===== src/logic/hws_pkg.sv =====
package hws_pkg;

  // bus geometry
  localparam int unsigned ADDR_W          = 8;          // byte address width on apb
  localparam int unsigned DATA_W          = 32;         // apb data width
  localparam int unsigned IDX_W           = 6;          // register index width (byte addr / 4)

  // register indices, byte address is four times the index
  localparam logic [IDX_W-1:0] CTRL_IDX        = 6'h0c; // control, holds the start bit
  localparam logic [IDX_W-1:0] SLOT_FIRST_IDX  = 6'h0f; // sequence_slot_first
  localparam logic [IDX_W-1:0] SLOT_SECOND_IDX = 6'h10; // sequence_slot_second
  localparam logic [IDX_W-1:0] STATUS_IDX      = 6'h18; // sequencer status, read only

  // field positions
  localparam int unsigned GO_BIT          = 0;          // start bit in control
  localparam int unsigned SLOT_FLAG_BIT   = 7;          // slot is a delay when set
  localparam int unsigned STAT_IDX_LSB    = 0;          // status: current slot number
  localparam int unsigned STAT_STATE_LSB  = 4;          // status: sequencer state code

  // reset values
  localparam logic [7:0] SLOT_FIRST_RST   = 8'h01;      // first slot plays effect 1
  localparam logic [7:0] SLOT_OTHER_RST   = 8'h00;      // other slots stop the sequence

  // timing
  localparam int unsigned SLOT_COUNT      = 8;          // slots walked before stopping
  localparam int unsigned CLK_PERIOD_NS   = 20;         // pclk at 50 mhz
  localparam int unsigned WAIT_UNIT_MS    = 10;         // one count of a delay slot
  localparam int unsigned WAIT_UNIT_CYC   = (WAIT_UNIT_MS * 1000000) / CLK_PERIOD_NS;

  // sequencer states, gray along idle -> fetch -> play
  typedef enum logic [1:0] {
    ST_IDLE  = 2'b00,
    ST_FETCH = 2'b01,
    ST_PLAY  = 2'b11,
    ST_WAIT  = 2'b10
  } hws_state_e;

endpackage : hws_pkg


===== src/logic/hws_delay_timer.sv =====
`timescale 1ns/1ns
// counts a delay slot out in whole units of UNIT_CYCLES clocks
module hws_delay_timer #(
  parameter int unsigned UNIT_CYCLES = hws_pkg::WAIT_UNIT_CYC
) (
  input  wire logic       pclk,
  input  wire logic       presetn,
  input  wire logic       start,    // load units and begin counting
  input  wire logic [6:0] units,    // delay length in units
  input  wire logic       abort,    // drop a running delay
  output logic            done      // one-cycle pulse at expiry
);
  import hws_pkg::*;

  logic        active_r;            // a delay is running
  logic [6:0]  units_r;             // units still to run
  logic [31:0] pre_r;               // clocks inside the current unit

  // unit prescaler and unit countdown
  always_ff @(posedge pclk or negedge presetn) begin
    if (!presetn) begin
      active_r <= 1'b0;
      units_r  <= 7'h00;
      pre_r    <= 32'h0;
    end else if (abort) begin
      active_r <= 1'b0;                         // cancelled, no pulse
      pre_r    <= 32'h0;
    end else if (start) begin
      active_r <= 1'b1;
      units_r  <= units;
      pre_r    <= 32'h0;
    end else if (active_r) begin
      if (units_r == 7'h00) begin
        active_r <= 1'b0;                       // expiry
      end else if (pre_r == 32'(UNIT_CYCLES - 1)) begin
        pre_r   <= 32'h0;
        units_r <= units_r - 7'h01;             // one 10 ms unit gone
      end else begin
        pre_r <= pre_r + 32'h1;
      end
    end
  end

  // expiry pulse
  always_ff @(posedge pclk or negedge presetn) begin
    if (!presetn) begin
      done <= 1'b0;
    end else begin
      done <= active_r && !abort && !start && (units_r == 7'h00);
    end
  end

  // helper: clocks since start, and the length loaded
  logic [31:0] elapsed_r;
  logic [6:0]  loaded_r;
  always_ff @(posedge pclk or negedge presetn) begin
    if (!presetn) begin
      elapsed_r <= 32'h0;
      loaded_r  <= 7'h00;
    end else if (start) begin
      elapsed_r <= 32'h0;
      loaded_r  <= units;
    end else if (active_r) begin
      elapsed_r <= elapsed_r + 32'h1;
    end
  end
endmodule : hws_delay_timer


===== src/logic/hws_sequencer.sv =====
`timescale 1ns/1ns
// What this block does
// - flag set: slot is an idle delay
// - delay lasts ten ms per count
// - flag clear: slot is effect index
// - start bit begins at first slot
// - after effect, advance to nonzero next slot
// - stop at zero id or eight slots
// - start bit stays high while playing
// - clearing start bit cancels playback at once
module hws_sequencer #(
  parameter int unsigned SLOT_COUNT  = hws_pkg::SLOT_COUNT,
  parameter int unsigned UNIT_CYCLES = hws_pkg::WAIT_UNIT_CYC
) (
  input  wire logic                       pclk,
  input  wire logic                       presetn,
  input  wire logic                       psel,
  input  wire logic                       penable,
  input  wire logic                       pwrite,
  input  wire logic [hws_pkg::ADDR_W-1:0] paddr,
  input  wire logic [hws_pkg::DATA_W-1:0] pwdata,
  output logic      [hws_pkg::DATA_W-1:0] prdata,
  output logic                            pready,
  output logic                            pslverr,
  input  wire logic                       effect_done,
  output logic                            effect_start,
  output logic      [6:0]                 effect_index,
  output logic                            effect_abort,
  output logic                            seq_busy
);
  import hws_pkg::*;

  localparam int unsigned SW = (SLOT_COUNT > 1) ? $clog2(SLOT_COUNT) : 1;
  localparam logic [SW-1:0] LAST_SLOT = SW'(SLOT_COUNT - 1);

  logic [7:0]       slot_r [SLOT_COUNT];  // sequence slots
  logic             go_r;                 // start bit
  hws_state_e       state_r;              // sequencer state
  hws_state_e       state_nxt;
  logic [SW-1:0]    idx_r;                // slot being played
  logic [SW-1:0]    idx_nxt;
  logic             go_nxt;

  // apb decode
  logic [IDX_W-1:0] reg_idx;              // word index of the access
  logic             acc;                  // access phase, answer ready
  logic             wr_en;                // write takes effect now
  logic             slot_hit;             // address inside the slot bank
  logic [SW-1:0]    slot_sel;             // slot addressed by the bus
  logic [IDX_W-1:0] slot_off;
  assign reg_idx  = paddr[ADDR_W-1:2];
  assign acc      = psel && penable && pready;
  assign wr_en    = acc && pwrite;
  assign slot_off = reg_idx - SLOT_FIRST_IDX;
  assign slot_hit = (reg_idx >= SLOT_FIRST_IDX) && (slot_off < IDX_W'(SLOT_COUNT));
  assign slot_sel = slot_off[SW-1:0];

  // software start-bit writes
  logic sw_go_wr;
  logic sw_go1;
  logic sw_go0;
  assign sw_go_wr = wr_en && (reg_idx == CTRL_IDX);
  assign sw_go1   = sw_go_wr && pwdata[GO_BIT];
  assign sw_go0   = sw_go_wr && !pwdata[GO_BIT];

  // current slot fields
  logic [7:0] slot_cur;
  logic       cur_delay;                  // top flag bit
  logic [6:0] cur_value;                  // effect index or delay count
  assign slot_cur  = slot_r[idx_r];
  assign cur_delay = slot_cur[SLOT_FLAG_BIT];
  assign cur_value = slot_cur[6:0];

  // step completion and stop conditions
  logic tmr_done;
  logic step_done;
  logic finish;
  logic advance;
  assign step_done = ((state_r == ST_PLAY) && effect_done)
                  || ((state_r == ST_WAIT) && tmr_done);
  assign finish    = ((state_r == ST_FETCH) && !cur_delay && (cur_value == 7'h00))
                  || (step_done && (idx_r == LAST_SLOT));
  assign advance   = step_done && (idx_r != LAST_SLOT);

  // delay timer for wait slots
  hws_delay_timer #(
    .UNIT_CYCLES (UNIT_CYCLES)
  ) u_delay (
    .pclk    (pclk),
    .presetn (presetn),
    .start   ((state_r == ST_FETCH) && cur_delay && !sw_go0),
    .units   (cur_value),
    .abort   (sw_go0),
    .done    (tmr_done)
  );

  // next state of the sequencer
  always_comb begin
    state_nxt = state_r;
    idx_nxt   = idx_r;
    if (sw_go0) begin
      state_nxt = ST_IDLE;                      // cancel at once
    end else if (sw_go1 && ((state_r == ST_IDLE) || finish)) begin
      state_nxt = ST_FETCH;                     // begin at first slot
      idx_nxt   = '0;
    end else begin
      case (state_r)
        ST_FETCH: begin
          if (cur_delay) begin
            state_nxt = ST_WAIT;                // idle instead of effect
          end else if (cur_value == 7'h00) begin
            state_nxt = ST_IDLE;                // zero id stops
          end else begin
            state_nxt = ST_PLAY;                // play library index
          end
        end
        ST_PLAY, ST_WAIT: begin
          if (advance) begin
            state_nxt = ST_FETCH;               // next slot
            idx_nxt   = idx_r + SW'(1);
          end else if (finish) begin
            state_nxt = ST_IDLE;                // eighth slot done
          end
        end
        default: begin
          state_nxt = ST_IDLE;
        end
      endcase
    end
  end

  // start bit: software write wins over completion
  always_comb begin
    go_nxt = go_r;
    if (sw_go0) begin
      go_nxt = 1'b0;
    end else if (sw_go1) begin
      go_nxt = 1'b1;
    end else if (finish) begin
      go_nxt = 1'b0;                            // cleared at completion
    end
  end

  // sequencer state and slot pointer
  always_ff @(posedge pclk or negedge presetn) begin
    if (!presetn) begin
      state_r <= ST_IDLE;
      idx_r   <= '0;
    end else begin
      state_r <= state_nxt;
      idx_r   <= idx_nxt;
    end
  end

  // start bit and busy flag
  always_ff @(posedge pclk or negedge presetn) begin
    if (!presetn) begin
      go_r     <= 1'b0;
      seq_busy <= 1'b0;
    end else begin
      go_r     <= go_nxt;
      seq_busy <= go_nxt;
    end
  end

  // effect requests towards the playback engine
  always_ff @(posedge pclk or negedge presetn) begin
    if (!presetn) begin
      effect_start <= 1'b0;
      effect_index <= 7'h00;
      effect_abort <= 1'b0;
    end else begin
      effect_start <= (state_r == ST_FETCH) && !cur_delay
                   && (cur_value != 7'h00) && !sw_go0;
      effect_abort <= sw_go0 && (state_r != ST_IDLE);
      if ((state_r == ST_FETCH) && !cur_delay) begin
        effect_index <= cur_value;
      end
    end
  end

  // slot registers
  always_ff @(posedge pclk or negedge presetn) begin
    if (!presetn) begin
      for (int i = 0; i < SLOT_COUNT; i++) begin
        slot_r[i] <= (i == 0) ? SLOT_FIRST_RST : SLOT_OTHER_RST;
      end
    end else if (wr_en && slot_hit) begin
      slot_r[slot_sel] <= pwdata[7:0];
    end
  end

  // read data and error for the access phase
  logic [DATA_W-1:0] rdata_nxt;
  logic              err_nxt;
  always_comb begin
    rdata_nxt = '0;
    err_nxt   = 1'b0;
    if (reg_idx == CTRL_IDX) begin
      rdata_nxt[GO_BIT] = go_r;
    end else if (slot_hit) begin
      rdata_nxt[7:0] = slot_r[slot_sel];
    end else if (reg_idx == STATUS_IDX) begin
      rdata_nxt[STAT_IDX_LSB +: SW]   = idx_r;
      rdata_nxt[STAT_STATE_LSB +: 2]  = state_r;
    end else begin
      err_nxt = 1'b1;                           // unmapped address
    end
  end

  // apb answer: one wait state, then ready with data
  always_ff @(posedge pclk or negedge presetn) begin
    if (!presetn) begin
      pready  <= 1'b0;
      prdata  <= '0;
      pslverr <= 1'b0;
    end else if (psel && penable && !pready) begin
      pready  <= 1'b1;
      prdata  <= pwrite ? '0 : rdata_nxt;
      pslverr <= err_nxt;
    end else begin
      pready  <= 1'b0;
      prdata  <= '0;
      pslverr <= 1'b0;
    end
  end
endmodule : hws_sequencer


===== config.mk =====
export PLATFORM = sky130hd
export DESIGN_NAME = hws_sequencer
export DESIGN_NICKNAME = d
export VERILOG_FILES = /design/src/logic/hws_pkg.sv /design/src/logic/hws_delay_timer.sv /design/src/logic/hws_sequencer.sv
export SDC_FILE = /design/constraint.sdc
export NUM_CORES = 1
export LEC_CHECK = 0
export BUFFER_PORTS_ARGS = -buffer_cell sky130_fd_sc_hd__buf_4
export CORE_MARGIN = 2
export CORE_UTILIZATION = 24
export CTS_BUF_LIST = sky130_fd_sc_hd__clkbuf_2 sky130_fd_sc_hd__clkbuf_4 sky130_fd_sc_hd__clkbuf_8
export DETAILED_ROUTE_END_ITERATION = 16
export PLACE_DENSITY = 0.47
export SETUP_SLACK_MARGIN = 0.05
export SLEW_MARGIN = 20
export SYNTH_ARGS = -nofsm -noshare
export SYNTH_HDL_FRONTEND = slang
export SYNTH_SLANG_ARGS = --single-unit

===== constraint.sdc =====
create_clock -name pclk -period 4.9 [get_ports pclk]
set_clock_uncertainty 0.15 [all_clocks]
set_input_delay 0.98 -clock pclk [delete_from_list [all_inputs] [get_ports pclk]]
set_output_delay 0.98 -clock pclk [all_outputs]
set_load 0.05 [all_outputs]

Word level (Yosys, flattened, before mapping)
Cells that the tools add are included.
{"block": "word_totals", "ff_bits": 154, "wordCells": 142, "out_inout_bits": 44}
{"block": "classes", "bitwise_logic": 3, "reduce_logical": 48, "magnitude_cmp": 5, "mux": 50, "n_addsub": 4, "eq_ne": 11}
{"op": "$mux 32", "count": 5}
{"op": "$bwmux 64", "count": 1}
{"op": "$mux 8", "count": 7}
{"op": "$bmux 8 s3", "count": 2}
{"op": "$mux 7", "count": 5}
{"op": "$add 32x1->32 const B", "count": 1}
{"op": "$eq 32x19->1 const B", "count": 1}
{"op": "$logic_and 1x1->1", "count": 25}
{"op": "$demux 8 s3", "count": 1}
{"op": "$mux 2", "count": 9}
{"op": "$mux 3", "count": 5}
{"op": "$logic_not 7->1", "count": 2}
{"op": "$mux 1", "count": 14}
{"op": "$reduce_bool 2->1", "count": 5}
{"op": "$ge 4x4->1 const B", "count": 2}
{"op": "$not 3->4", "count": 2}
{"op": "$reduce_bool 7->1", "count": 1}
{"op": "$sub 7x1->7 const B", "count": 1}
{"op": "$eq 6x4->1 const B", "count": 1}
{"op": "$eq 6x5->1 const B", "count": 1}
{"op": "$ge 6x4->1 const B", "count": 1}
{"op": "$lt 6x4->1 const B", "count": 1}
{"op": "$reduce_bool 3->1", "count": 2}
{"op": "$sub 6x4->6 const B", "count": 1}
{"op": "18 further kinds", "count": 25}

Depth between registers and ports, before layout
{"block": "depth", "word_depth": 13, "ltp_mapped": 10, "depth_no_buf": 8}

Hierarchy
A second synthesis with hierarchy kept.
{"block": "unflattened", "hier_cells": 707, "area_unflattened_um2": 7659.8}
{"mod": "hws_sequencer", "cells_per_inst": 425, "seq_area_each_um2": 2228.4, "area_per_inst_um2": 5129.9, "instances": 1}
{"mod": "hws_delay_timer", "cells_per_inst": 282, "seq_area_each_um2": 1026.0, "area_per_inst_um2": 2529.9, "instances": 1}

Worst setup path after synthesis
No wires, ideal clock.
{"block": "synth_path", "kind": "input -> register", "from": "in paddr[2] in the netlist's numbering", "to": "reg u_delay.pre_r[23]", "t_arrival_ns": 2.982, "slack_ns": 1.636, "required_ns": 4.618, "path_buffers": 2, "path_stages": 10, "setup_ns": 0.132, "path_cell_list": "clkbuf_1 -> inv_2 -> ha_1 -> nand3b_1 -> nor4_1 -> nor2_1 -> buf_2 -> a2111oi_2 -> xnor2_1 -> nor2_1"}
{"block": "synth_between", "elab_chain_cells": 7, "word_cells_on_any_way": 10}
{"element": "start: declaration", "line": "hws_sequencer.sv:20", "source": "input wire logic [hws_pkg::ADDR_W-1:0] paddr,"}
{"element": "$eq 6x4->1 *", "line": "hws_sequencer.sv:62", "source": "assign sw_go_wr = wr_en && (reg_idx == CTRL_IDX);"}
{"element": "$logic_and 1x1->1 *", "line": "hws_sequencer.sv:62"}
{"element": "$logic_and 1x1->1 *", "line": "hws_sequencer.sv:64", "source": "assign sw_go0 = sw_go_wr && !pwdata[GO_BIT];"}
{"element": "$logic_not 1->1", "line": "hws_sequencer.sv:91", "source": ".start ((state_r == ST_FETCH) && cur_delay && !sw_go0),"}
{"element": "$logic_and 1x1->1", "line": "hws_sequencer.sv:91"}
{"element": "$ne 3x2->1 (no source line), or another cell as far along"}
{"element": "$reduce_and 2->1 (no source line) or $mux 32 (tied branches)"}
{"element": "end signal: assignment", "line": "hws_delay_timer.sv:39", "source": "pre_r <= pre_r + 32'h1;"}
{"element": "end: declaration", "line": "hws_delay_timer.sv:17", "source": "logic [31:0] pre_r;"}
Mark *: on every way between the ends. The rest lies on a longest branch, timed or not.
A chain may end at the register's enable or synchronous reset.

Worst setup path in the final report
{"block": "layout_path", "from": "reg idx_r[1]", "to": "reg idx_r[0]"}
{"block": "layout_between", "elab_chain_cells": 12, "word_cells_on_any_way": 19}
{"element": "start: declaration", "line": "hws_sequencer.sv:40", "source": "logic [SW-1:0] idx_r;"}
{"element": "start signal: assignment", "line": "hws_sequencer.sv:151", "source": "idx_r <= idx_nxt;"}
{"element": "branches (longest 12 deep; another with $bmux 8 s3)"}
Several ways; the timed one is not identified. The select of a mux whose other input is x is not followed.

==> impl_metrics.yaml <==
setup_path:
  timing.critical_path.required_ns: 5.10
  timing.critical_path.max_delay_family: "multiplexers"
  cp-start-kind: "register"
  cp_num_buf_inv: 0
  cp_slowest_cell: "sky130_fd_sc_hd__dfrtp_1"
  critPathMaxFanout: 21
  slowest_delay_ns: 1.07
  critical_path_arrival_ns: 3.57
  critical_path_class: "reg -> reg"
  worstPathCellList: "mux4_1, mux2_2, nor4_1, and4b_1, o22ai_1, mux2_4"
  worst_setup_end_kind: "register"
clock_tree:
  number_of_gates_resized_after_cts: 0
  clkLatencyLatePin_ns: 0.47
  clkSlewWorstSetupHoldPaths_ns: 0.09
  hold_buffers: 0
  ctsRootBufferMaster: "sky130_fd_sc_hd__clkbuf_8"
  cts_inserted_buffers: 17
  cts-root-to-sink-buffers: 2
  cts-htree-levels: 4
  cts_tree: "done"
  cts_num_sinks: 130
  postCtsSetupBuffers: 0
die:
  rows: 63
  die-area_um2: 31900
  die_x_um: 178
  design.core.area_um2: 29800
  io_pins: 90
  die-height_um: 178
  initial_core_utilization_pct: 24.5
logic_synthesis:
  syn_inst: 661
  synth_simple_gate_area_share_pct: 15.4
  syn_area_per_cell_um2: 11.1
  synthesis.area_um2: 7310
  dominant_combinational_cell_family_by_area_after_synthesis: "multiplexers"
  yosys_register_bits: 130
  synth.yosys.seq_area_share_pct: 44.5
  synth-compound-area-share_pct: 10.2
  fraction_of_synthesized_area_in_multiplexers_pct: 20.5
  synth_xor_area_share_pct: 3.12
  yosys_most_used_dff: "sky130_fd_sc_hd__dfrtp_1"
  synth-warning-count: 0
  unique_cell_type_count_in_the_yosys_netlist: 68
  async_reset_ff_share_pct: 100
  synth_enable_flop_cells: 0
  post_synth_fa_ha_maj_area_fraction_pct: 1.20
flow_run:
  max_cap_viol_count: 0
global_route:
  grt_usage_pct: 12.5
  maximum_number_of_pins_on_one_net_before_global_route_repair: 70
  global_route_wire_length_before_repair_um: 30500
  grt_ovf: 0
  grt_antenna_before_repair: 0
  grt_pass1_vias: 5258
detailed_routing:
  drt_iter0_drc: 378
  detail-route-antenna-nets: 0
  vias: 5228
  via_density_per_instance: 4.73
  remaining_drc_errors: 0
  routed_wirelength_um: 19000
  routed_wire_length_per_instance_um: 17.2
  drtPass1Iterations: 5
sta:
  final-hold-violation-count: 0
  holdWs_ns: 0.351
  setup_slack_ns: 1.53
  finalSetupTns_ns: 0
  unrepaired_setup_endpoints_after_global_routing: "false"
  setup_violations: 0
  worst_pin_slew_ns: 1.08
  fin_crit_sh_pct: 68.7
  max_freq_mhz: 297
  relSlewSlack_pct: 27.9
  finalMaxSlewViolations: 0
  final.min_clock_period_ns: 3.37
final_layout:
  flow.area_growth_from_synthesis_pct: 14.2
  post_route_cells_drive_above_1_share_pct: 21.0
  ff_latch_area_um2: 3250
  final_layout_net_count: 755
  final_common_cell: "sky130_fd_sc_hd__dfrtp_1"
  n_antenna_cell: 0
  multiInputGateArea_um2: 3790
  fill_count: 3188
  layout.cell_area.non_filler_um2: 8340
  mostFrequentLayoutCells: "sky130_fd_sc_hd__dfrtp_1 (129), sky130_fd_sc_hd__mux2_1 (58), sky130_fd_sc_hd__nor2_1 (54)"
  instances_no_fill: 1105
power_and_ir_drop:
  static-leakage-power_nw: 3.71
  max_vdd_drop_mv: 0.137
  pwr_density_cell_nw_per_um2: 280
place:
  dp_worst_setup_slack_ns: 1.18
  port_buffers: 39
  detailed_place_hpwl_um: 12800
  placedInstanceArea_um2: 7960
  place.gp.congestion: 0.760
  placedCellCount: 1073
outcome:
  run_status: "complete, no violations"
hold_path:
  min-delay-path-class: "reg -> reg"
-- metal layers --
layer / routed length (µm) / track usage (%) / part of all wire [%] / vias to the layer above
li1: - / - / - / 2469
met4: 173 / 2.71 / 0.91 / 0
met3: 726 / 2.66 / 3.8 / 15
met1: 9120 / 17.3 / 48 / 2629
met5: 0 / 0 / 0 / -
met2: 8970 / 20.1 / 47 / 115
-- cell families after synthesis --
kind of cell | after synthesis
AO/OA/AOI/OAI | 101
adder cells (fa/ha/maj) | 7
multiplexers | 113
flip-flops | 130
AND/OR/NAND/NOR | 221
buffers and inverters | 62
XOR/XNOR | 26
other | 1
-- report_power, final --
group	internal (W)	switching (W)	total, W
registers	0.00111	0.0000436	0.00115
logic	0.0000900	0.000181	0.000271
clock network	0.000389	0.000523	0.000912
-- state kept, by name (all words and copies together) (netlist names) --
signal	flops
effect_abort	1
u_delay.pre_r	32
effect_index	7
u_delay.active_r	1
go_r	1
prdata	8
u_delay.done	1
state_r	2
idx_r	3
pslverr	1
slot_r	64
pready	1
effect_start	1
u_delay.units_r	7
-- tightest hold or removal path: stages (launching register included) --
cell and delay, ns:
sky130_fd_sc_hd__dfrtp_1 0.36, sky130_fd_sc_hd__nand2_1 0.05, sky130_fd_sc_hd__o21ai_0 0.06
-- worst paths after layout --
kind	slack, ns	depth (start not counted)	startpoint	end
worst max-delay path	1.53	6	idx_r[1]	idx_r[0]
worst min-delay path	0.35	2	effect_index[1]	effect_index[1]
worst max register to register	1.53	6	idx_r[1]	idx_r[0]
worst min register to register	0.35	2	effect_index[1]	effect_index[1]
max in group asynchronous	3.25	2	presetn	slot_r[56]
min in group asynchronous	0.37	1	presetn	u_delay.pre_r[17]
-- cell usage after synthesis (2+ instances only) --
master,instances,area share (%)
sky130_fd_sc_hd__xnor2_1,23,2.8
sky130_fd_sc_hd__buf_2,4,0.27
sky130_fd_sc_hd__clkbuf_1,17,0.87
sky130_fd_sc_hd__o21ai_0,14,0.96
sky130_fd_sc_hd__or3_1,7,0.60
sky130_fd_sc_hd__inv_1,8,0.41
sky130_fd_sc_hd__nand4_1,11,0.94
sky130_fd_sc_hd__nor2_1,55,2.8
sky130_fd_sc_hd__nor3_1,12,0.82
sky130_fd_sc_hd__a211oi_1,11,1.1
sky130_fd_sc_hd__o31ai_1,3,0.31
sky130_fd_sc_hd__a22o_1,2,0.24
sky130_fd_sc_hd__o22ai_1,2,0.17
sky130_fd_sc_hd__and4_1,5,0.60
sky130_fd_sc_hd__nor2b_1,8,0.68
sky130_fd_sc_hd__or3b_2,2,0.24
sky130_fd_sc_hd__a2111oi_2,11,2.3
sky130_fd_sc_hd__buf_6,4,0.62
sky130_fd_sc_hd__or4_1,2,0.21
sky130_fd_sc_hd__nand2_1,51,2.6
sky130_fd_sc_hd__a21oi_1,26,1.8
sky130_fd_sc_hd__ha_1,7,1.2
sky130_fd_sc_hd__and2_1,4,0.34
sky130_fd_sc_hd__nand3b_1,2,0.21
sky130_fd_sc_hd__and3_1,6,0.51
sky130_fd_sc_hd__mux2i_1,12,1.6
sky130_fd_sc_hd__mux4_2,20,6.2
sky130_fd_sc_hd__nand3_1,31,2.1
sky130_fd_sc_hd__o21ai_1,7,0.48
sky130_fd_sc_hd__xor2_1,3,0.36
sky130_fd_sc_hd__a31oi_1,4,0.34
sky130_fd_sc_hd__dfrtp_1,129,44
sky130_fd_sc_hd__mux2_1,58,8.9
sky130_fd_sc_hd__a22oi_1,4,0.41
sky130_fd_sc_hd__a311oi_1,2,0.24
sky130_fd_sc_hd__buf_4,25,2.6
sky130_fd_sc_hd__o21a_1,2,0.21
sky130_fd_sc_hd__mux2_2,21,3.2
sky130_fd_sc_hd__nor4_1,8,0.68
sky130_fd_sc_hd__nand4_2,2,0.34
sky130_fd_sc_hd__buf_1,2,0.10
sky130_fd_sc_hd__nand2b_1,5,0.43
sky130_fd_sc_hd__nor4b_1,2,0.24
sky130_fd_sc_hd__o211ai_1,3,0.31
-- cell type report --
| class | instances | share of cell area, % |
|---|---|---|
| Sequential cell | 130 | 39.0 |
| Multi-Input combinational cell | 492 | 45.4 |
| Clock inverter | 14 | 1.65 |
| Clock buffer | 18 | 2.97 |
| Tap cell | 390 | 5.85 |
| Inverter | 9 | 0.405 |
| Timing Repair Buffer | 52 | 4.72 |
-- through the flow --
| stage | util [%] | power (W) |
|---|---|---|
| after global routing | 28.0 | 0.00245 |
| after floorplan | - | 0.00137 |
| final | 28.0 | 0.00234 |
| after detailed placement | 26.7 | 0.00145 |
| after global placement | 26.7 | 0.00145 |
| after CTS | 28.0 | 0.00237 |
No activity file was read; power rests on OpenSTA's default activity.
